[src/rtl/pmic_pkg.sv]
// Shared constants, register map and types of the power controller pin logic.
package pmic_pkg;
  localparam int NUM_PINS = 8;
  localparam int NUM_REGS = 4;
  localparam int TMR_W    = 20;
  localparam int SEQ_W    = 16;

  typedef struct packed
  {
    logic       wr;
    logic       rd;
    logic [7:0] addr;
    logic [7:0] wdata;
  } bus_req_t;

  typedef enum logic [4:0]
  {
    ST_STANDBY  = 5'h01,
    ST_PWR_UP   = 5'h02,
    ST_RST_WAIT = 5'h04,
    ST_ON       = 5'h08,
    ST_PWR_DN   = 5'h10
  } pwr_state_t;

  localparam logic [7:0] ADDR_DIR       = 8'h00;
  localparam logic [7:0] ADDR_DRV       = 8'h04;
  localparam logic [7:0] ADDR_DOUT      = 8'h08;
  localparam logic [7:0] ADDR_DBEN      = 8'h0c;
  localparam logic [7:0] ADDR_CFG       = 8'h10;
  localparam logic [7:0] ADDR_WAKE_EN   = 8'h14;
  localparam logic [7:0] ADDR_SHDN_INC  = 8'h18;
  localparam logic [7:0] ADDR_LEVEL     = 8'h1c;
  localparam logic [7:0] ADDR_RISE_FLAG = 8'h20;
  localparam logic [7:0] ADDR_FALL_FLAG = 8'h24;
  localparam logic [7:0] ADDR_RISE_MASK = 8'h28;
  localparam logic [7:0] ADDR_FALL_MASK = 8'h2c;
  localparam logic [7:0] ADDR_STATUS    = 8'h30;

  localparam logic [7:0] DIR_RST     = 8'hff;
  localparam logic [7:0] ZERO_RST    = 8'h00;
  localparam logic [7:0] WAKE_EN_RST = 8'hff;
  localparam logic [7:0] SHDN_RST    = 8'h05;
  localparam logic [7:0] MASK_RST    = 8'hff;
  localparam logic [7:0] LEVEL_RST   = 8'hff;

  localparam int CFG_DBSEL_LSB   = 0;
  localparam int CFG_SWTYPE_BIT  = 2;
  localparam int CFG_SOFTOFF_BIT = 3;

  localparam int CLK_PERIOD_NS             = 10;
  localparam int DEB_BASE_TIME_US          = 1250;
  localparam int DEB_TICK_CYCLES           = DEB_BASE_TIME_US * 1000 / CLK_PERIOD_NS;
  localparam int MANUAL_RESET_HOLD_TIME_MS = 16000;
  localparam int MR_HOLD_TICKS             = MANUAL_RESET_HOLD_TIME_MS * 1000 / DEB_BASE_TIME_US;
  localparam int PIN_SHUTDOWN_HOLD_TIME_MS = 8000;
  localparam int PIN_SHDN_TICKS            = PIN_SHUTDOWN_HOLD_TIME_MS * 1000 / DEB_BASE_TIME_US;
  localparam int REG_SEQ_STEP_NS           = 1000;
  localparam int RESET_RELEASE_DELAY_NS    = 10000;
  localparam int RESET_ASSERT_LEAD_NS      = 10000;
  localparam int SEQ_STEP_CYCLES = (REG_SEQ_STEP_NS + CLK_PERIOD_NS - 1) / CLK_PERIOD_NS;
  localparam int RELEASE_CYCLES  = (RESET_RELEASE_DELAY_NS + CLK_PERIOD_NS - 1) / CLK_PERIOD_NS;
  localparam int LEAD_CYCLES     = (RESET_ASSERT_LEAD_NS + CLK_PERIOD_NS - 1) / CLK_PERIOD_NS;
endpackage

[src/rtl/input_debounce.sv]
// Per-pin debounce filter counted in ticks of the gated debounce oscillator.
`timescale 1ns/10ps
`default_nettype none
module input_debounce
(
  input  wire logic       clk,
  input  wire logic       reset_n,
  input  wire logic       raw,
  input  wire logic       enable,
  input  wire logic       tick,
  input  wire logic [3:0] period_ticks,
  output var  logic       level,
  output var  logic       busy
);
  logic [3:0] cnt_ff;
  logic [3:0] nxt_cnt;
  logic       level_ff;
  logic       nxt_level;
  logic       differs;
  logic       expired;

  assign differs = raw != level_ff;
  assign expired = tick && (cnt_ff + 4'h1 >= period_ticks);
  assign nxt_level = !enable ? raw : ((differs && expired) ? raw : level_ff);
  assign nxt_cnt   = (!enable || !differs || expired) ? 4'h0 : (tick ? cnt_ff + 4'h1 : cnt_ff);
  assign busy  = enable && differs;
  assign level = level_ff;

  always_ff @(posedge clk)
  begin
    if (!reset_n)
    begin
      cnt_ff   <= 4'h0;
      level_ff <= 1'b1;
    end
    else
    begin
      cnt_ff   <= nxt_cnt;
      level_ff <= nxt_level;
    end
  end
endmodule
`default_nettype wire

[src/rtl/tick_hold_timer.sv]
// Hold timer that measures how long a condition stays true in oscillator ticks.
`timescale 1ns/10ps
`default_nettype none
module tick_hold_timer
(
  input  wire logic                     clk,
  input  wire logic                     reset_n,
  input  wire logic                     cond,
  input  wire logic                     tick,
  input  wire logic [pmic_pkg::TMR_W-1:0] limit,
  output var  logic                     done,
  output var  logic                     busy
);
  logic [pmic_pkg::TMR_W-1:0] cnt_ff;
  logic [pmic_pkg::TMR_W-1:0] nxt_cnt;

  assign nxt_cnt = !cond ? '0 : ((tick && !done) ? cnt_ff + 1'b1 : cnt_ff);
  assign done    = cond && (cnt_ff >= limit);
  // Once the interval is met the oscillator is no longer needed.
  assign busy    = cond && !done;

  always_ff @(posedge clk)
  begin
    if (!reset_n)
      cnt_ff <= '0;
    else
      cnt_ff <= nxt_cnt;
  end
endmodule
`default_nettype wire

[src/rtl/pmic_pin_ctrl.sv]
// Pin, wake, shutdown, interrupt and reset-output logic of the power controller.
// Functional notes
// - On-key defaults to push-button; 1 selects slide
// - Interrupt pin low when any unmasked flag
// - All masks set after reset
// - Release reset after last regulator plus delay
// - Assert reset a lead before regulators drop
// - Direction 0 drives pin, 1 makes input
// - Drive type 1 push-pull, 0 open-drain
// - Input level reflects pin regardless of direction
// - Per-pin debounce, enable, 1.25/2.5/5/10 ms
// - Debounce oscillator runs only while counting
// - Separate maskable rise and fall flags
// - Wake-enabled input held low wakes device
// - Cleared wake enable ignores the pin
// - Wake enables and directions reset to one
// - Two included inputs low for hold shut down
// - Excluded inputs never count toward shutdown
// - Only pins 0 and 2 included after reset
// - On-key fall or pin wake starts power-up
// - Pin hold, on-key hold or soft-off to standby
// - Manual-reset level depends on switch type
// - Debounced pin wake leaves standby
//
// Chosen here: the placing of the registers and the address-and-strobe port.
`timescale 1ns/10ps
`default_nettype none
module pmic_pin_ctrl
#(
  parameter int TICK_CYCLES    = pmic_pkg::DEB_TICK_CYCLES,
  parameter int MR_TICKS       = pmic_pkg::MR_HOLD_TICKS,
  parameter int PIN_SHDN_TICKS = pmic_pkg::PIN_SHDN_TICKS
)
(
  input  wire logic                           clk,
  input  wire logic                           reset_n,
  input  wire pmic_pkg::bus_req_t             bus_req,
  output var  logic [7:0]                     bus_rdata,
  input  wire logic [pmic_pkg::NUM_PINS-1:0]  pin_in,
  output var  logic [pmic_pkg::NUM_PINS-1:0]  pin_out,
  output var  logic [pmic_pkg::NUM_PINS-1:0]  pin_oe_n,
  input  wire logic                           on_key_input,
  output var  logic                           irq_out_n_out,
  output var  logic                           irq_out_n_oe_n,
  output var  logic                           reset_out_n_out,
  output var  logic                           reset_out_n_oe_n,
  output var  logic [pmic_pkg::NUM_REGS-1:0]  regulator_en,
  output var  logic                           debounce_osc_run
);
  localparam int NP = pmic_pkg::NUM_PINS;
  localparam int NR = pmic_pkg::NUM_REGS;

  logic [NP-1:0] dir_ff;
  logic [NP-1:0] drv_ff;
  logic [NP-1:0] dout_ff;
  logic [NP-1:0] dben_ff;
  logic [NP-1:0] wake_en_ff;
  logic [NP-1:0] shdn_inc_ff;
  logic [NP-1:0] rise_flag_ff;
  logic [NP-1:0] fall_flag_ff;
  logic [NP-1:0] rise_mask_ff;
  logic [NP-1:0] fall_mask_ff;
  logic [1:0]    dbsel_ff;
  logic          on_key_switch_type_ff;
  logic [7:0]    rdata_ff;
  logic [7:0]    nxt_rdata;

  logic [NP-1:0] input_level;
  logic [NP-1:0] level_prev_ff;
  logic [NP-1:0] deb_busy;
  logic [NP-1:0] rise_evt;
  logic [NP-1:0] fall_evt;
  logic [3:0]    period_ticks;

  logic [31:0]   div_ff;
  logic          tick;
  logic          osc_run;

  pmic_pkg::pwr_state_t state_ff;
  pmic_pkg::pwr_state_t nxt_state;
  logic [pmic_pkg::SEQ_W-1:0] seq_cnt_ff;
  logic [pmic_pkg::SEQ_W-1:0] nxt_seq_cnt;
  logic [2:0]    reg_idx_ff;
  logic [2:0]    nxt_reg_idx;
  logic [NR-1:0] reg_en_ff;
  logic [NR-1:0] nxt_reg_en;
  logic          rst_out_ff;
  logic          nxt_rst_out;
  logic          key_prev_ff;

  // Address decode and strobes.
  wire wr_dir   = bus_req.wr && (bus_req.addr == pmic_pkg::ADDR_DIR);
  wire wr_drv   = bus_req.wr && (bus_req.addr == pmic_pkg::ADDR_DRV);
  wire wr_dout  = bus_req.wr && (bus_req.addr == pmic_pkg::ADDR_DOUT);
  wire wr_dben  = bus_req.wr && (bus_req.addr == pmic_pkg::ADDR_DBEN);
  wire wr_cfg   = bus_req.wr && (bus_req.addr == pmic_pkg::ADDR_CFG);
  wire wr_wake  = bus_req.wr && (bus_req.addr == pmic_pkg::ADDR_WAKE_EN);
  wire wr_shdn  = bus_req.wr && (bus_req.addr == pmic_pkg::ADDR_SHDN_INC);
  wire wr_rflag = bus_req.wr && (bus_req.addr == pmic_pkg::ADDR_RISE_FLAG);
  wire wr_fflag = bus_req.wr && (bus_req.addr == pmic_pkg::ADDR_FALL_FLAG);
  wire wr_rmask = bus_req.wr && (bus_req.addr == pmic_pkg::ADDR_RISE_MASK);
  wire wr_fmask = bus_req.wr && (bus_req.addr == pmic_pkg::ADDR_FALL_MASK);
  wire soft_off_command = wr_cfg && bus_req.wdata[pmic_pkg::CFG_SOFTOFF_BIT];

  // Register writes; reset values give inputs, wake sources and full masking.
  always_ff @(posedge clk)
  begin
    if (!reset_n)
    begin
      dir_ff                <= pmic_pkg::DIR_RST;
      wake_en_ff            <= pmic_pkg::WAKE_EN_RST;
      shdn_inc_ff           <= pmic_pkg::SHDN_RST;
      rise_mask_ff          <= pmic_pkg::MASK_RST;
      fall_mask_ff          <= pmic_pkg::MASK_RST;
      drv_ff                <= pmic_pkg::ZERO_RST;
      dout_ff               <= pmic_pkg::ZERO_RST;
      dben_ff               <= pmic_pkg::ZERO_RST;
      dbsel_ff              <= 2'h0;
      on_key_switch_type_ff <= 1'b0;
    end
    else
    begin
      if (wr_dir)
        dir_ff <= bus_req.wdata;
      if (wr_drv)
        drv_ff <= bus_req.wdata;
      if (wr_dout)
        dout_ff <= bus_req.wdata;
      if (wr_dben)
        dben_ff <= bus_req.wdata;
      if (wr_wake)
        wake_en_ff <= bus_req.wdata;
      if (wr_shdn)
        shdn_inc_ff <= bus_req.wdata;
      if (wr_rmask)
        rise_mask_ff <= bus_req.wdata;
      if (wr_fmask)
        fall_mask_ff <= bus_req.wdata;
      if (wr_cfg)
      begin
        dbsel_ff              <= bus_req.wdata[pmic_pkg::CFG_DBSEL_LSB +: 2];
        on_key_switch_type_ff <= bus_req.wdata[pmic_pkg::CFG_SWTYPE_BIT];
      end
    end
  end

  // Edge flags clear by writing one; a new edge in the same cycle wins.
  always_ff @(posedge clk)
  begin
    if (!reset_n)
    begin
      rise_flag_ff  <= pmic_pkg::ZERO_RST;
      fall_flag_ff  <= pmic_pkg::ZERO_RST;
      level_prev_ff <= pmic_pkg::LEVEL_RST;
    end
    else
    begin
      rise_flag_ff  <= (rise_flag_ff & ~(wr_rflag ? bus_req.wdata : 8'h00)) | rise_evt;
      fall_flag_ff  <= (fall_flag_ff & ~(wr_fflag ? bus_req.wdata : 8'h00)) | fall_evt;
      level_prev_ff <= input_level;
    end
  end

  assign rise_evt = input_level & ~level_prev_ff;
  assign fall_evt = ~input_level & level_prev_ff;

  // Read path: data stand in the cycle after the strobe only.
  always_comb
  begin
    nxt_rdata = 8'h00;
    if (bus_req.rd)
    begin
      unique case (bus_req.addr)
        pmic_pkg::ADDR_DIR:       nxt_rdata = dir_ff;
        pmic_pkg::ADDR_DRV:       nxt_rdata = drv_ff;
        pmic_pkg::ADDR_DOUT:      nxt_rdata = dout_ff;
        pmic_pkg::ADDR_DBEN:      nxt_rdata = dben_ff;
        pmic_pkg::ADDR_CFG:       nxt_rdata = {5'h00, on_key_switch_type_ff, dbsel_ff};
        pmic_pkg::ADDR_WAKE_EN:   nxt_rdata = wake_en_ff;
        pmic_pkg::ADDR_SHDN_INC:  nxt_rdata = shdn_inc_ff;
        pmic_pkg::ADDR_LEVEL:     nxt_rdata = input_level;
        pmic_pkg::ADDR_RISE_FLAG: nxt_rdata = rise_flag_ff;
        pmic_pkg::ADDR_FALL_FLAG: nxt_rdata = fall_flag_ff;
        pmic_pkg::ADDR_RISE_MASK: nxt_rdata = rise_mask_ff;
        pmic_pkg::ADDR_FALL_MASK: nxt_rdata = fall_mask_ff;
        pmic_pkg::ADDR_STATUS:    nxt_rdata = {2'h0, rst_out_ff, state_ff};
        default:                  nxt_rdata = 8'h00;
      endcase
    end
  end

  always_ff @(posedge clk)
  begin
    if (!reset_n)
      rdata_ff <= 8'h00;
    else
      rdata_ff <= nxt_rdata;
  end

  assign bus_rdata = rdata_ff;

  assign pin_oe_n = ~(~dir_ff & (drv_ff | ~dout_ff));
  assign pin_out  = dout_ff & drv_ff;

  // Gated oscillator: the divider holds at zero unless a timer is counting.
  wire mr_busy;
  wire mr_done;
  wire ps_busy;
  wire ps_done;
  assign osc_run = (|deb_busy) || mr_busy || ps_busy;
  assign tick    = osc_run && (div_ff == 32'(TICK_CYCLES - 1));
  assign debounce_osc_run = osc_run;

  always_ff @(posedge clk)
  begin
    if (!reset_n || !osc_run || tick)
      div_ff <= 32'h0;
    else
      div_ff <= div_ff + 32'h1;
  end

  // Period is one to eight ticks
  assign period_ticks = 4'h1 << dbsel_ff;

  genvar gi;
  generate
    for (gi = 0; gi < NP; gi++)
    begin : g_pin
      input_debounce u_deb
      (
        .clk          (clk),
        .reset_n      (reset_n),
        .raw          (pin_in[gi]),
        .enable       (dben_ff[gi]),
        .tick         (tick),
        .period_ticks (period_ticks),
        .level        (input_level[gi]),
        .busy         (deb_busy[gi])
      );
    end
  endgenerate

  wire irq_any = |((rise_flag_ff & ~rise_mask_ff) | (fall_flag_ff & ~fall_mask_ff));
  assign irq_out_n_out  = 1'b0;
  assign irq_out_n_oe_n = ~irq_any;

  wire pin_wake = |(~input_level & wake_en_ff & dir_ff);

  wire [NP-1:0] shdn_low = ~input_level & shdn_inc_ff & dir_ff;
  wire          shdn_pair = |(shdn_low & (shdn_low - 8'h01));

  tick_hold_timer u_pin_shdn
  (
    .clk     (clk),
    .reset_n (reset_n),
    .cond    (shdn_pair && (state_ff == pmic_pkg::ST_ON)),
    .tick    (tick),
    .limit   (pmic_pkg::TMR_W'(PIN_SHDN_TICKS)),
    .done    (ps_done),
    .busy    (ps_busy)
  );

  wire key_hold_level = on_key_switch_type_ff ? on_key_input : ~on_key_input;

  tick_hold_timer u_man_rst
  (
    .clk     (clk),
    .reset_n (reset_n),
    .cond    (key_hold_level && (state_ff == pmic_pkg::ST_ON)),
    .tick    (tick),
    .limit   (pmic_pkg::TMR_W'(MR_TICKS)),
    .done    (mr_done),
    .busy    (mr_busy)
  );

  wire key_fall  = key_prev_ff && !on_key_input;
  wire seq_done  = seq_cnt_ff == pmic_pkg::SEQ_W'(pmic_pkg::SEQ_STEP_CYCLES - 1);
  wire rel_done  = seq_cnt_ff == pmic_pkg::SEQ_W'(pmic_pkg::RELEASE_CYCLES - 1);
  wire lead_done = seq_cnt_ff == pmic_pkg::SEQ_W'(pmic_pkg::LEAD_CYCLES - 1);
  wire last_reg  = reg_idx_ff == 3'(NR - 1);
  // Power-down clears one enable per cycle, from the last regulator back to the first.

  // Power sequencing: regulators step up in order and down in reverse.
  always_comb
  begin
    nxt_state   = state_ff;
    nxt_seq_cnt = seq_cnt_ff + pmic_pkg::SEQ_W'(1);
    nxt_reg_idx = reg_idx_ff;
    nxt_reg_en  = reg_en_ff;
    nxt_rst_out = rst_out_ff;
    unique case (state_ff)
      pmic_pkg::ST_STANDBY:
      begin
        nxt_seq_cnt = '0;
        if (key_fall || pin_wake)
        begin
          nxt_state   = pmic_pkg::ST_PWR_UP;
          nxt_reg_idx = 3'h0;
        end
      end
      pmic_pkg::ST_PWR_UP:
      begin
        if (seq_done)
        begin
          nxt_seq_cnt = '0;
          nxt_reg_en[reg_idx_ff[1:0]] = 1'b1;
          nxt_reg_idx = reg_idx_ff + 3'h1;
          if (last_reg)
            nxt_state = pmic_pkg::ST_RST_WAIT;
        end
      end
      pmic_pkg::ST_RST_WAIT:
      begin
        if (rel_done)
        begin
          nxt_rst_out = 1'b1;
          nxt_state   = pmic_pkg::ST_ON;
        end
      end
      pmic_pkg::ST_ON:
      begin
        nxt_seq_cnt = '0;
        if (ps_done || mr_done || soft_off_command)
        begin
          nxt_rst_out = 1'b0;
          nxt_reg_idx = 3'(NR - 1);
          nxt_state   = pmic_pkg::ST_PWR_DN;
        end
      end
      pmic_pkg::ST_PWR_DN:
      begin
        if (lead_done || (seq_cnt_ff == pmic_pkg::SEQ_W'(pmic_pkg::LEAD_CYCLES)))
        begin
          nxt_seq_cnt = pmic_pkg::SEQ_W'(pmic_pkg::LEAD_CYCLES);
          nxt_reg_en[reg_idx_ff[1:0]] = 1'b0;
          nxt_reg_idx = reg_idx_ff - 3'h1;
          if (reg_idx_ff == 3'h0)
          begin
            nxt_seq_cnt = '0;
            nxt_state   = pmic_pkg::ST_STANDBY;
          end
        end
      end
      default:
      begin
        nxt_state   = pmic_pkg::ST_STANDBY;
        nxt_reg_en  = '0;
        nxt_rst_out = 1'b0;
      end
    endcase
  end

  always_ff @(posedge clk)
  begin
    if (!reset_n)
    begin
      state_ff    <= pmic_pkg::ST_STANDBY;
      seq_cnt_ff  <= '0;
      reg_idx_ff  <= 3'h0;
      reg_en_ff   <= '0;
      rst_out_ff  <= 1'b0;
      key_prev_ff <= 1'b1;
    end
    else
    begin
      state_ff    <= nxt_state;
      seq_cnt_ff  <= nxt_seq_cnt;
      reg_idx_ff  <= nxt_reg_idx;
      reg_en_ff   <= nxt_reg_en;
      rst_out_ff  <= nxt_rst_out;
      key_prev_ff <= on_key_input;
    end
  end

  assign regulator_en     = reg_en_ff;
  assign reset_out_n_out  = 1'b0;
  // The reset pin is open-drain: released means the driver is off.
  assign reset_out_n_oe_n = rst_out_ff;
endmodule
`default_nettype wire

[config.mk]
export PLATFORM = sky130hd
export DESIGN_NAME = pmic_pin_ctrl
export DESIGN_NICKNAME = d
export VERILOG_FILES = /design/src/rtl/pmic_pkg.sv /design/src/rtl/input_debounce.sv /design/src/rtl/tick_hold_timer.sv /design/src/rtl/pmic_pin_ctrl.sv
export SDC_FILE = /design/constraint.sdc
export NUM_CORES = 1
export LEC_CHECK = 0
export BUFFER_PORTS_ARGS = -buffer_cell sky130_fd_sc_hd__buf_2
export CORE_ASPECT_RATIO = 1.75
export CORE_MARGIN = 2
export CORE_UTILIZATION = 28
export CTS_CLUSTER_DIAMETER = 80
export CTS_CLUSTER_SIZE = 16
export DETAILED_ROUTE_END_ITERATION = 10
export SYNTH_ARGS = -nofsm -noshare
export SYNTH_HDL_FRONTEND = slang
export SYNTH_SLANG_ARGS = --single-unit
[constraint.sdc]
create_clock -name clk -period 5.1 [get_ports clk]
set_input_delay 1.02 -clock clk [delete_from_list [all_inputs] [get_ports clk]]
set_output_delay 1.02 -clock clk [all_outputs]
set_load 0.02 [all_outputs]
Word-level counts from Yosys, hierarchy flattened --
Cells that the tools add are included.
Word-level totals: bits in registers 241, input bits 29, output and inout bits 33, logic and storage cells 308
Operators by class: $add $sub $neg 15, magnitude comparators 12, equality and inequality tests 45, shift-type cells 1, muxes and demuxes 45, bitwise operators 34, reductions and logical operators 117
Operators by type and width (count):
- AND 8 bit | 13
- case mux 8 bit (13 select lines) | 1
- NOT 8 bit | 9
- case mux 16 bit (3 select lines) | 1
- logical AND 1 bit | 47
- adder 20 x 1 -> 20 bit, second input constant | 2
- == test 8 x 6 -> 1 bit, second input constant | 5
- 2-to-1 mux 5 bit | 7
- adder 32 x 1 -> 32 bit, second input constant | 1
- adder 4 x 1 -> 4 bit, second input constant | 8
- == test 16 x 10 -> 1 bit, second input constant | 2
- == test 32 x 17 -> 1 bit, second input constant | 1
- == test 8 x 5 -> 1 bit, second input constant | 4
- greater-or-equal comparator 4 bit | 8
- 2-to-1 mux 16 bit | 2
- OR 8 bit | 4
- OR reduction 8 bit | 4
- case mux 5 bit (5 select lines) | 1
- logical OR 1 bit | 24
- logical NOT 1 bit | 21
- greater-or-equal comparator 20 x 13 -> 1 bit, second input constant | 1
- greater-or-equal comparator 20 x 14 -> 1 bit, second input constant | 1
- 2-to-1 mux 1 bit | 20
- inequality test 2 x 1 -> 1 bit, second input constant | 9
- 39 further kinds | 73

Depth between registers and ports, before layout --
Gate-level depths: netlist of run 1.
word-level depth 16, mapped depth 12, mapped depth without buffers 10

Hierarchy --
From an unflattened synthesis of run 1, not the netlist that was laid out.
Unflattened totals: cells, all modules 1852, area total of the unflattened synthesis 14895.5 um^2
By module, submodules not included:
- pmic_pin_ctrl | instances 1, cells each 998, area each 7973.9 um^2
- tick_hold_timer | instances 2, cells each 235, area each 1794.2 um^2
- input_debounce | instances 8, cells each 48, area each 416.6 um^2

Worst setup path before layout of run 1 --
OpenSTA, ideal clock, no wires.
kind input to output, from in pin_in[3] in the netlist's numbering, to out debounce_osc_run, data arrival time 1869 ps, data required time 4080 ps, setup slack 2211 ps, stages 6, path buffers 0, path through xor2_1 a22oi_1 nand4_1 nor2_1 o21a_2 inv_2
Between the ends: longest elaborated chain between the ends 5
Ends and longest elaborated chain:
- from (decl) | RTL line pmic_pin_ctrl.sv:39 | input wire logic [pmic_pkg::NUM_PINS-1:0] pin_in,
- inequality test 1 bit | RTL line input_debounce.sv:22 | assign differs = raw != level_ff;
- logical AND 1 bit | RTL line input_debounce.sv:26 | assign busy = enable && differs;
- OR reduction 8 bit | RTL line pmic_pin_ctrl.sv:210 | assign osc_run = (|deb_busy) || mr_busy || ps_busy;
- logical OR 1 bit (2 in a row) | RTL line pmic_pin_ctrl.sv:210
- to (decl) | RTL line pmic_pin_ctrl.sv:48 | output var logic debounce_osc_run
No other way between the ends.

Final worst setup path of run 1 --
from reg g_pin[3].u_deb.level_ff, to out debounce_osc_run
Between the ends: longest elaborated chain between the ends 11, elaborated cells on any way between the ends 15, classes of those cells add/sub (1); eq/ne (1); bitwise (4); reduce/logical (9)
Ends and longest elaborated chain:
- from (decl) | RTL line input_debounce.sv:17 | logic level_ff;
- from (signal assigned) | RTL line input_debounce.sv:39 | level_ff <= nxt_level;
- NOT 8 bit | RTL line pmic_pin_ctrl.sv:249 | wire [NP-1:0] shdn_low = ~input_level & shdn_inc_ff & dir_ff;
- AND 8 bit (2 in a row) | RTL line pmic_pin_ctrl.sv:249
- subtractor 8 x 1 -> 8 bit | RTL line pmic_pin_ctrl.sv:250 | wire shdn_pair = |(shdn_low & (shdn_low - 8'h01));
- AND 8 bit | RTL line pmic_pin_ctrl.sv:250
- OR reduction 8 bit | RTL line pmic_pin_ctrl.sv:250
- logical AND 1 bit | RTL line pmic_pin_ctrl.sv:256 | .cond (shdn_pair && (state_ff == pmic_pkg::ST_ON)),
- logical AND 1 bit | RTL line tick_hold_timer.sv:18 | assign done = cond && (cnt_ff >= limit);
- logical NOT 1 bit | RTL line tick_hold_timer.sv:20 | assign busy = cond && !done;
- logical AND 1 bit | RTL line tick_hold_timer.sv:20
- logical OR 1 bit * | RTL line pmic_pin_ctrl.sv:210
Every way passes the cells marked *; elsewhere a longest branch is shown, timed or not.

==> out/metrics.cfg, run 1 <==
[worst_hold_path]
hp-class = reg -> reg
hold_start = div_ff[0]

[pwr]
totalPowerFinal_uw = 3680
max-vdd-ir-drop_uv = 141.8
leakagePower_uw = 0.004886
powerDensity_mw_per_mm2 = 271.2

[global_routing]
antenna_found_initial = 2
grt-ovfl-total = 0
grt_max_degree = 72
grt_use_total_pct = 15.97
use_met2_pct = 27.13
grtUsageMet1_pct = 18.31
met3_usage_pct = 1.984
grt_busiest_layer = met2
grt_first_pass_wirelength_mm = 57.61
grt_pass1_vias = 10480

[logic_synthesis]
ys_ff_latch = 241
seq_area_frac_synth_pct = 39.68
synth_cells = 1471
synth_top_family_by_area = simple AND/OR/NAND/NOR gates
yosys.area.top_type = dfxtp_1
synthFlopType = dfxtp_1
synth_top_area_share_pct = 39.68
yosys-mux-area-fraction_pct = 0.8233
yosysUniqueCellTypes = 70
synthArstFlopShare_pct = 0
syn_area_sq_mm = 0.01216
synth_warnings = 0
synthAdderAreaFrac_pct = 5.002
synth_edf_count = 0
avgSynthCellArea_sq_um = 8.265
synth.top_cells.by_area = dfxtp_1 (40%), nand2_1 (6.0%), nand3_1 (5.3%), ha_1 (4.8%), xor2_1 (4.4%)
synth-compound-area-share_pct = 16.50
synthSimpleGateAreaFrac_pct = 28.27
synth-xor-area-share_pct = 6.483

[timing]
min_period_ps = 3832
final_hold_viol_count = 0
holdWs_ps = 462.2
tns_ps = 0
setup_viol = 0
timing_max_transition_violations_final = 0
rsz0062_at_grt = no
clock.fmax_ghz = 0.2610
skew_ps = 22.86
finalCritPeriodShare_pct = 75.14
slew-limit-headroom_pct = 21.50
tightest_slew_ps = 1172

[setup_path]
r2r-start = g_pin[3].u_deb.level
critPathKind = reg -> out
critical_path_arrival_ps = 2810
cp-startpoint = g_pin[3].u_deb.level
rrSetupSlack_ps = 2000
crit_path_start_kind = flop
required_ps = 4080
path_max_fanout = 15
cp-end-kind = output port

[flow_run]
drv_cap = 0

[final_layout]
final_common_cell = dfxtp_1
syn_to_final_growth_pct = 11.61
regArea_sq_mm = 0.004825
final_core_util_pct = 31.49
drive_above_1_share_pct = 7.219
num-fill-cells = 4489
multiInputGateArea_sq_mm = 0.006947
mostFrequentLayoutCells = dfxtp_1 (241), nand2_1 (194), nor2_1 (129)
nets = 1585

[cts]
clk_latency_ps = 520
cts.clk_slew.worst_paths_ps = 70
cts_buffers = 19
cts_resized = 0
clk_path_buf_depth = 3
cts_sinks = 241
cts_tree = yes
cts.htree.levels = 1
cts_setup_buffers = 0
cts_root_buffer = clkbuf_16
holdBufCountCts = 0

[floorplan]
core_area_sq_mm = 0.04309
die_h_microns = 279.7
row_count = 101
start_util_pct = 28.21
die_w_microns = 161.5
die_area_sq_mm = 0.04517
ios = 62

[drt]
drc = 0
num_vias = 10800
viasPerCell = 5.193
wl_mm = 36.80
avgRoutedWirePerCell_microns = 17.70
drt_iter0_drc = 655
ant_nets = 0
dr.pass1.iters = 7

[place]
place_congestion = 0.9889
io_buffers = 59
hpwl_mm = 26.80

[run_status]
status = finished, final reports clean

[worst paths after layout]
kind,cells past startpoint,end
hold / removal,1,div_ff[0]
setup / recovery,7,debounce_osc_run
setup reg to reg,8,u_pin_shdn.cnt_ff[17]
hold reg to reg,1,div_ff[0]
[critical path, cell delays in order, from the launching register on]
cell	delay [ps]
dfxtp_1	640
nand3b_1	200
nand2_1	90
o311ai_1	380
o211a_1	270
o21a_2	380
inv_2	130
buf_2	190
[layout make-up]
type                    count  share of cell area, %
repair buffers             74                  3.024
well taps                 566                  5.219
clock buffers              21                  3.633
diodes                      3                0.05532
inverters                  41                  1.134
flip-flops and latches    241                  35.56
multi-input cells        1131                  51.19
clock inverters             2                 0.1844
[routing by layer]
layer  up-vias  routed length, microns
met2       327                   17700
met3       107                    1780
li1       5260                       -
met4         0                    2646
met1      5103                   14680
met5         -                       0
[synthesized netlist by cell type (all sizes together) (3+ instances only)]
| cell type | instances |
|---|---|
| clkbuf | 51 |
| nand2b | 21 |
| mux2i | 10 |
| or2 | 3 |
| nand4b | 10 |
| buf | 8 |
| o311ai | 5 |
| a31oi | 12 |
| inv | 41 |
| nor4b | 4 |
| a41oi | 3 |
| a21o | 29 |
| a22oi | 10 |
| a22o | 13 |
| or3 | 8 |
| o22ai | 8 |
| dfxtp | 241 |
| and3 | 32 |
| a221oi | 11 |
| ha | 47 |
| nand4 | 15 |
| o2bb2ai | 4 |
| nor4 | 12 |
| and2 | 34 |
| xor2 | 61 |
| a21oi | 75 |
| or4 | 6 |
| nor3 | 15 |
| nand3b | 20 |
| a221o | 3 |
| o21a | 6 |
| o31a | 8 |
| nor2 | 129 |
| nor3b | 3 |
| a21boi | 33 |
| xnor2 | 29 |
| o211ai | 11 |
| nand3 | 128 |
| a222oi | 9 |
| o211a | 3 |
| nand2 | 195 |
| and4 | 4 |
| and3b | 4 |
| nor2b | 42 |
| o21ai | 42 |
[metrics by stage]
step                worst slack (ps)  std cells  cell area (sq um)
detailed placement              1427       2053              13040
CTS                             1259       2076              13560
global placement                1428       2053              13040
finish                          1268       2079              13570
global route                    1149       2078              13570
floorplan                       2211       1472              12160
[flip-flops by register name (all words and copies together) (netlist names), 16 cells and up]
| name | count |
|---|---|
| u_man_rst.cnt_ff | 20 |
| div_ff | 32 |
| u_pin_shdn.cnt_ff | 20 |
| seq_cnt_ff | 16 |
| g_pin.u_deb.cnt_ff | 32 |
[logic make-up after synthesis]
kind of cell,Yosys count
and+or+nand+nor,686
AOI/OAI and AO/OA,295
DFF,241
buffers and inverters,100
xor gates and xnor gates,90
adders and majority gates,48
muxes,10
other,1
[power by group]
group / switching [uW] / internal (uW)
sequential: 58.6 / 1920
combinational: 194 / 110
clock: 710 / 691
No activity file was read; power rests on OpenSTA's default activity.
==> inputs of run 2 (changes only) <==
- ABC_AREA: unset -> 1
- clock period: 5.1 -> 4 ns (I/O delays scaled with it)
==> run 2 against run 1 <==
Against the previous run: worst setup slack got worse by 520 ps; cell count is 17% higher; sequential power increased by 28%; clock power up 24%; core utilization is 0.071 points lower; global-route usage decreased by 0.83 points; die area is 5.0% higher; first-iteration DRC count is 20% higher; wire length shrank 1.2%; combinational power rose by 120%; total power increased by 34%; design area grew 4.4%; largest power group unchanged.
==> out/metrics.cfg, run 2 <==
[global_routing]
use_met2_pct = 28.57  ; was 27.13%
grt_busiest_layer = met2  ; unchanged
grt-ovfl-total = 0  ; unchanged
grtUsageMet1_pct = 16.88  ; was 18.31%
antenna_found_initial = 0  ; was 2
grt_use_total_pct = 15.14  ; was 15.97%
met3_usage_pct = 1.200  ; was 1.984%
grt_pass1_vias = 11700  ; was 10480
grt_max_degree = 45  ; was 72
grt_first_pass_wirelength_mm = 58.39  ; was 57.61 mm

[logic_synthesis]
yosys.area.top_type = dfxtp_1  ; unchanged
synth_edf_count = 0  ; unchanged
yosysMostFrequentCell = nand2_1  ; was dfxtp_1
synth_warnings = 0  ; unchanged
ys_ff_latch = 241  ; unchanged
synth.top_cells.by_area = dfxtp_1 (38%), nand2_1 (10%), a21oi_1 (6.7%), inv_1 (6.5%), nor2_1 (4.7%)  ; was dfxtp_1 (40%), nand2_1 (6.0%), nand3_1 (5.3%), ha_1 (4.8%), xor2_1 (4.4%)
synthFlopType = dfxtp_1  ; unchanged
syn_area_sq_mm = 0.01277  ; was 0.01216 sq mm
seq_area_frac_synth_pct = 37.77  ; was 39.68%
synthTopCellsByCount = nand2_1 (353), dfxtp_1 (241), inv_1 (221)  ; was dfxtp_1 (241), nand2_1 (194), nor2_1 (129)
yosysUniqueCellTypes = 53  ; was 70
synth_top_area_share_pct = 37.77  ; was 39.68%
synth_cells = 1793  ; was 1471
synthArstFlopShare_pct = 0  ; unchanged
avgSynthCellArea_sq_um = 7.125  ; was 8.265 sq um

[drt]
drc = 0  ; unchanged
avgRoutedWirePerCell_microns = 15.00  ; was 17.70 microns
dr.pass1.iters = 5  ; was 7
num_vias = 12130  ; was 10800
wl_mm = 36.35  ; was 36.80 mm
drt_iter0_drc = 785  ; was 655
ant_nets = 0  ; unchanged
viasPerCell = 5.007  ; was 5.193

[cts]
holdBufCountCts = 0  ; unchanged
cts_setup_buffers = 0  ; unchanged
cts.htree.levels = 1  ; unchanged
cts_sinks = 241  ; unchanged
cts_buffers = 19  ; unchanged
clk_path_buf_depth = 3  ; unchanged
cts.clk_slew.worst_paths_ps = 80  ; was 70 ps
cts_tree = yes  ; unchanged
clk_latency_ps = 500  ; was 520 ps
cts_resized = 0  ; unchanged
cts_root_buffer = clkbuf_16  ; unchanged

[final_layout]
syn_to_final_growth_pct = 10.93  ; was 11.61%
reg.largest.list = div_ff x32, g_pin.u_deb.cnt_ff x32  ; unchanged
num-fill-cells = 4885  ; was 4489
nets = 1921  ; was 1585
mostFrequentLayoutCells = nand2_1 (353), dfxtp_1 (241), inv_1 (221)  ; was dfxtp_1 (241), nand2_1 (194), nor2_1 (129)
final_common_cell = nand2_1  ; was dfxtp_1
instances_no_fill = 2423  ; was 2079
drive_above_1_share_pct = 7.642  ; was 7.219%

[timing]
clock.fmax_ghz = 0.3073
min_period_ps = 3254
tns_ps = 0  ; unchanged
rsz0062_at_grt = no  ; unchanged
tightest_slew_ps = 1027  ; was 1172 ps
timing_max_transition_violations_final = 0  ; unchanged
setup_viol = 0  ; unchanged
final_hold_viol_count = 0  ; unchanged
finalCritPeriodShare_pct = 81.36
slew-limit-headroom_pct = 31.26  ; was 21.50%
skew_ps = 14.55  ; was 22.86 ps
holdWs_ps = 457.1  ; was 462.2 ps
worst_slack_ps = 745.5  ; was 1268 ps

[worst_hold_path]
hp-class = reg -> reg  ; unchanged

[setup_path]
cp-endpoint = debounce_osc_run  ; unchanged
crit_path_start_kind = flop  ; unchanged
crit_chain = nor4_4, nand2_2, nor2_1, nor3_1, nand2_4, buf_2  ; was nand3b_1, nand2_1, o311ai_1, o211a_1, o21a_2, inv_2, buf_2
cp-end-kind = output port  ; unchanged
max_stage_delay_ps = 630  ; was 640 ps
critPathKind = reg -> out  ; unchanged
path_max_fanout = 16  ; was 15
r2r-start = state_ff[4]  ; was g_pin[3].u_deb.level
rr_endpoint = g_pin[5].u_deb.cnt_ff[2]  ; was u_pin_shdn.cnt_ff[17]
cp-startpoint = state_ff[4]  ; was g_pin[3].u_deb.level
cp_slowest_cell = nor4_4  ; was dfxtp_1
critical_path_arrival_ps = 2450  ; was 2810 ps
r2r_cells = 9  ; was 8
rrSetupSlack_ps = 1270  ; was 2000 ps
required_ps = 3200  ; was 4080 ps

[floorplan]
ios = 62  ; unchanged
core_area_sq_mm = 0.04511  ; was 0.04309 sq mm
start_util_pct = 28.32  ; was 28.21%
die_w_microns = 165.5  ; was 161.5 microns
row_count = 103  ; was 101
die_h_microns = 286.6  ; was 279.7 microns
die_area_sq_mm = 0.04742  ; was 0.04517 sq mm

[place]
dp_slack_ps = 793.0  ; was 1427 ps
dp.cells = 2400  ; was 2053
place_congestion = 0.9114  ; was 0.9889
io_buffers = 59  ; unchanged
hpwl_mm = 27.67  ; was 26.80 mm

[pwr]
powerDensity_mw_per_mm2 = 348.4  ; was 271.2 mW/mm^2
totalPowerFinal_uw = 4937  ; was 3680 uW
max-vdd-ir-drop_uv = 231.8  ; was 141.8 uV
leakagePower_uw = 0.005686  ; was 0.004886 uW

[flow_run]
drv_cap = 0  ; unchanged

[run_status]
status = finished, final reports clean  ; unchanged

## run 2: metrics by stage
step           utilization [%]  area [sq um]
6_report                 31.42         14170
5_1_grt                  31.41         14170
4_1_cts                  31.41         14170
3_5_place_dp             30.31         13670
3_3_place_gp             30.31         13670
2_1_floorplan                -         12780
## run 2: power by group
part / leakage, uW / switching (uW) / internal [uW]
logic: 0.00349 / 442 / 224
clock network: 0.000244 / 884 / 858
registers: 0.00195 / 67.1 / 2460
total: 0.00569 / 1390 / 3540
## run 2: per-layer routing
layer	up-vias	routed length, microns
met3	86	1397
met4	0	1642
li1	6062	-
met1	5675	14090
met5	-	0
met2	310	19220
## run 2: kinds of logic after synthesis
family | after synthesis | synth area share [%]
adders and majority gates | 48 | 4.760
DFF | 241 | 37.77
xor gates and xnor gates | 74 | 5.073
other | 1 | 0.02935
AOI/OAI and AO/OA | 354 | 15.18
buffers and inverters | 274 | 8.580
and+or+nand+nor | 801 | 28.61
## run 2: worst min-delay path by stage
stage                     cells after the start  slack [ps]              from              end
after floorplan                               1         420     seq_cnt_ff[0]    seq_cnt_ff[0]
after global placement                        1         430         div_ff[0]        div_ff[0]
after detailed placement                      1         450         div_ff[0]        div_ff[0]
after CTS                                     1         460         div_ff[0]        div_ff[0]
after global routing                          2         470  level_prev_ff[3]  fall_flag_ff[3]
final                                         1         460         div_ff[0]        div_ff[0]
## run 2: cell type report
cell class / instances / area [sq um] / area share (%)
antenna: 1 / 2.502 / 0.01766
tap: 577 / 721.9 / 5.094
sequential: 241 / 4825 / 34.05
inverter: 229 / 859.6 / 6.066
multi-input combinational: 1279 / 6858 / 48.39
clock inverter: 2 / 17.52 / 0.1236
timing repair buffer: 74 / 407.9 / 2.878
clock buffer: 20 / 479.2 / 3.382
## run 2: critical path, delay by kind of cell, from the launching register on
| family | cells | cell delay [ps] |
|---|---|---|
| and+or+nand+nor | 5 | 1300 |
| buffers and inverters | 1 | 220 |
| DFF | 1 | 430 |
==> inputs of run 3 (changes only) <==
- clock period: 4 -> 3.4 ns (I/O delays scaled with it)
==> run 3 against run 2 <==
Against the previous run: register-to-register slack lost 530 ps; core utilization grew 0.20 points; wire length grew 0.73%; sequential cell count stayed put; non-clock buffer count grew 11; critical path type unchanged; critical endpoint unchanged; largest cell class unchanged.
==> out/metrics.cfg, run 3 (synthesis gave the netlist of run 2 again) <==
[run_status]
status = finished, final reports clean  ; unchanged

[place]
hpwl_mm = 27.83  ; was 27.67 mm
place_congestion = 0.8875  ; was 0.9114
dp_slack_ps = 493.8  ; was 793.0 ps
placed_cell_area_sq_mm = 0.01375  ; was 0.01367 sq mm
dp.cells = 2411  ; was 2400
io_buffers = 59  ; unchanged

[final_layout]
final_common_cell = nand2_1  ; unchanged
mostFrequentLayoutCells = nand2_1 (353), dfxtp_1 (241), inv_1 (221)  ; unchanged
finalInstanceArea_sq_mm = 0.01426  ; was 0.01417 sq mm
syn_to_final_growth_pct = 11.65  ; was 10.93%
nets = 1932  ; was 1921
num-fill-cells = 4892  ; was 4885
regArea_sq_mm = 0.004825  ; unchanged
multiInputGateArea_sq_mm = 0.006858  ; unchanged
instances_no_fill = 2434  ; was 2423
drive_above_1_share_pct = 8.244  ; was 7.642%
reg.largest.list = div_ff x32, g_pin.u_deb.cnt_ff x32  ; unchanged

[setup_path]
critical_path_arrival_ps = 2400  ; was 2450 ps
critPathKind = reg -> out  ; unchanged
crit_path_start_kind = flop  ; unchanged
cp-end-kind = output port  ; unchanged
required_ps = 2720  ; was 3200 ps
path_max_fanout = 16  ; unchanged

[global_routing]
grt_pass1_vias = 12010  ; was 11700
grt_max_degree = 43  ; was 45
grt_use_total_pct = 15.34  ; was 15.14%
grt_first_pass_wirelength_mm = 59.02  ; was 58.39 mm
grt-ovfl-total = 0  ; unchanged
antenna_found_initial = 1  ; was 0

[floorplan]
start_util_pct = 28.32  ; unchanged
die_h_microns = 286.6  ; unchanged
die_area_sq_mm = 0.04742  ; unchanged
core_area_sq_mm = 0.04511  ; unchanged
row_count = 103  ; unchanged
ios = 62  ; unchanged
die_w_microns = 165.5  ; unchanged

[drt]
avgRoutedWirePerCell_microns = 15.04  ; was 15.00 microns
num_vias = 12130  ; about the same
drt_iter0_drc = 737  ; was 785
wl_mm = 36.62  ; was 36.35 mm
ant_nets = 0  ; unchanged
drc = 0  ; unchanged
dr.pass1.iters = 5  ; unchanged
viasPerCell = 4.984  ; was 5.007

[cts]
cts.htree.levels = 1  ; unchanged
cts_setup_buffers = 0  ; unchanged
holdBufCountCts = 0  ; unchanged
cts_root_buffer = clkbuf_16  ; unchanged
cts_buffers = 19  ; unchanged
cts.clk_slew.worst_paths_ps = 70  ; was 80 ps
clk_latency_ps = 520  ; was 500 ps
clk_path_buf_depth = 3  ; unchanged
cts_tree = yes  ; unchanged
cts_sinks = 241  ; unchanged
cts_resized = 0  ; unchanged

[timing]
final_hold_viol_count = 0  ; unchanged
min_period_ps = 3076
slew-limit-headroom_pct = 47.74  ; was 31.26%
clock.fmax_ghz = 0.3251
skew_ps = 21.04  ; was 14.55 ps
tns_ps = 0  ; unchanged
tightest_slew_ps = 781.0  ; was 1027 ps
timing_max_transition_violations_final = 0  ; unchanged
finalCritPeriodShare_pct = 90.48
worst_slack_ps = 323.6  ; was 745.5 ps
setup_viol = 0  ; unchanged
rsz0062_at_grt = no  ; unchanged

[pwr]
swShare_pct = 28.20  ; was 28.22%
totalPowerFinal_uw = 5833  ; was 4937 uW
pwr-share-comb_pct = 13.4  ; was 13.5%
max-vdd-ir-drop_uv = 226.5  ; was 231.8 uV
internal_power_uw = 4188  ; was 3544 uW
power_frac_seq_pct = 51.0  ; was 51.2%
p_clk_share_pct = 35.6  ; was 35.3%
switchingPower_uw = 1645  ; was 1393 uW
leakagePower_uw = 0.005749  ; was 0.005686 uW
powerDensity_mw_per_mm2 = 409.0  ; was 348.4 mW/mm^2

[flow_run]
drv_cap = 0  ; unchanged

[worst_hold_path]
hp-class = in -> reg  ; was reg -> reg

run 3: cell types whose count changed in the layout (fill, tap and decap cells not counted):
cell | before | now
inv_6 | 2 | 0
clkinv_2 | 0 | 1
buf_4 | 15 | 26
clkbuf_1 | 1 | 0
inv_8 | 0 | 1
clkbuf_8 | 0 | 1
run 3: final timing paths:
kind	depth (start not counted)	start	to	slack [ps]
worst min register to register	1	div_ff[0]	div_ff[0]	450
worst min-delay path	3	pin_in[2]	g_pin[2].u_deb.level	390
worst max-delay path	13	g_pin[0].u_deb.level	debounce_osc_run	320
worst max register to register	16	g_pin[0].u_deb.level	g_pin[2].u_deb.cnt_ff[2]	740
run 3: power groups by stage:
| stage | clock network, uW | registers (uW) | logic (uW) |
|---|---|---|---|
| global route | 2240 | 2980 | 903 |
| detailed placement | 0 | 3040 | 782 |
| CTS | 2140 | 2970 | 787 |
| global placement | 0 | 3030 | 768 |
| floorplan | 0 | 3020 | 572 |
| finish | 2080 | 2970 | 783 |
run 3: worst max-delay path, stage by stage, from the launching register on:
cell and delay [ps]:
dfxtp_1 310, buf_4 150, inv_1 150, nand3_1 140
nand2_2 120, nor2_1 70, nand2_1 60, nand2_1 50
nand2_1 60, inv_1 40, nand2_1 150, nand3_2 130
nand2_4 230, buf_2 220
run 3: metal layers:
| metal | vias up | wire length, microns | track usage [%] |
|---|---|---|---|
| li1 | 6091 | - | - |
| met1 | 5643 | 14320 | 16.82 |
| met2 | 292 | 19410 | 29.00 |
| met3 | 104 | 1174 | 1.460 |
| met4 | 2 | 1705 | 7.198 |
| met5 | - | 11 | 0 |
run 3: through the flow:
step | util [%] | hold slack, ps
after detailed placement | 30.49 | 439.8
after floorplan | - | 417.3
after global routing | 31.61 | 392.0
after CTS | 31.61 | 378.3
after global placement | 30.49 | 428.9
final | 31.62 | 389.3
run 3: cell type report:
cell class | instances | share of cell area, %
diodes | 1 | 0.01755
clock buffers | 20 | 3.430
clock inverters | 2 | 0.1140
inverters | 229 | 6.027
multi-input cells | 1279 | 48.08
flip-flops and latches | 241 | 33.83
well taps | 577 | 5.062
repair buffers | 85 | 3.439
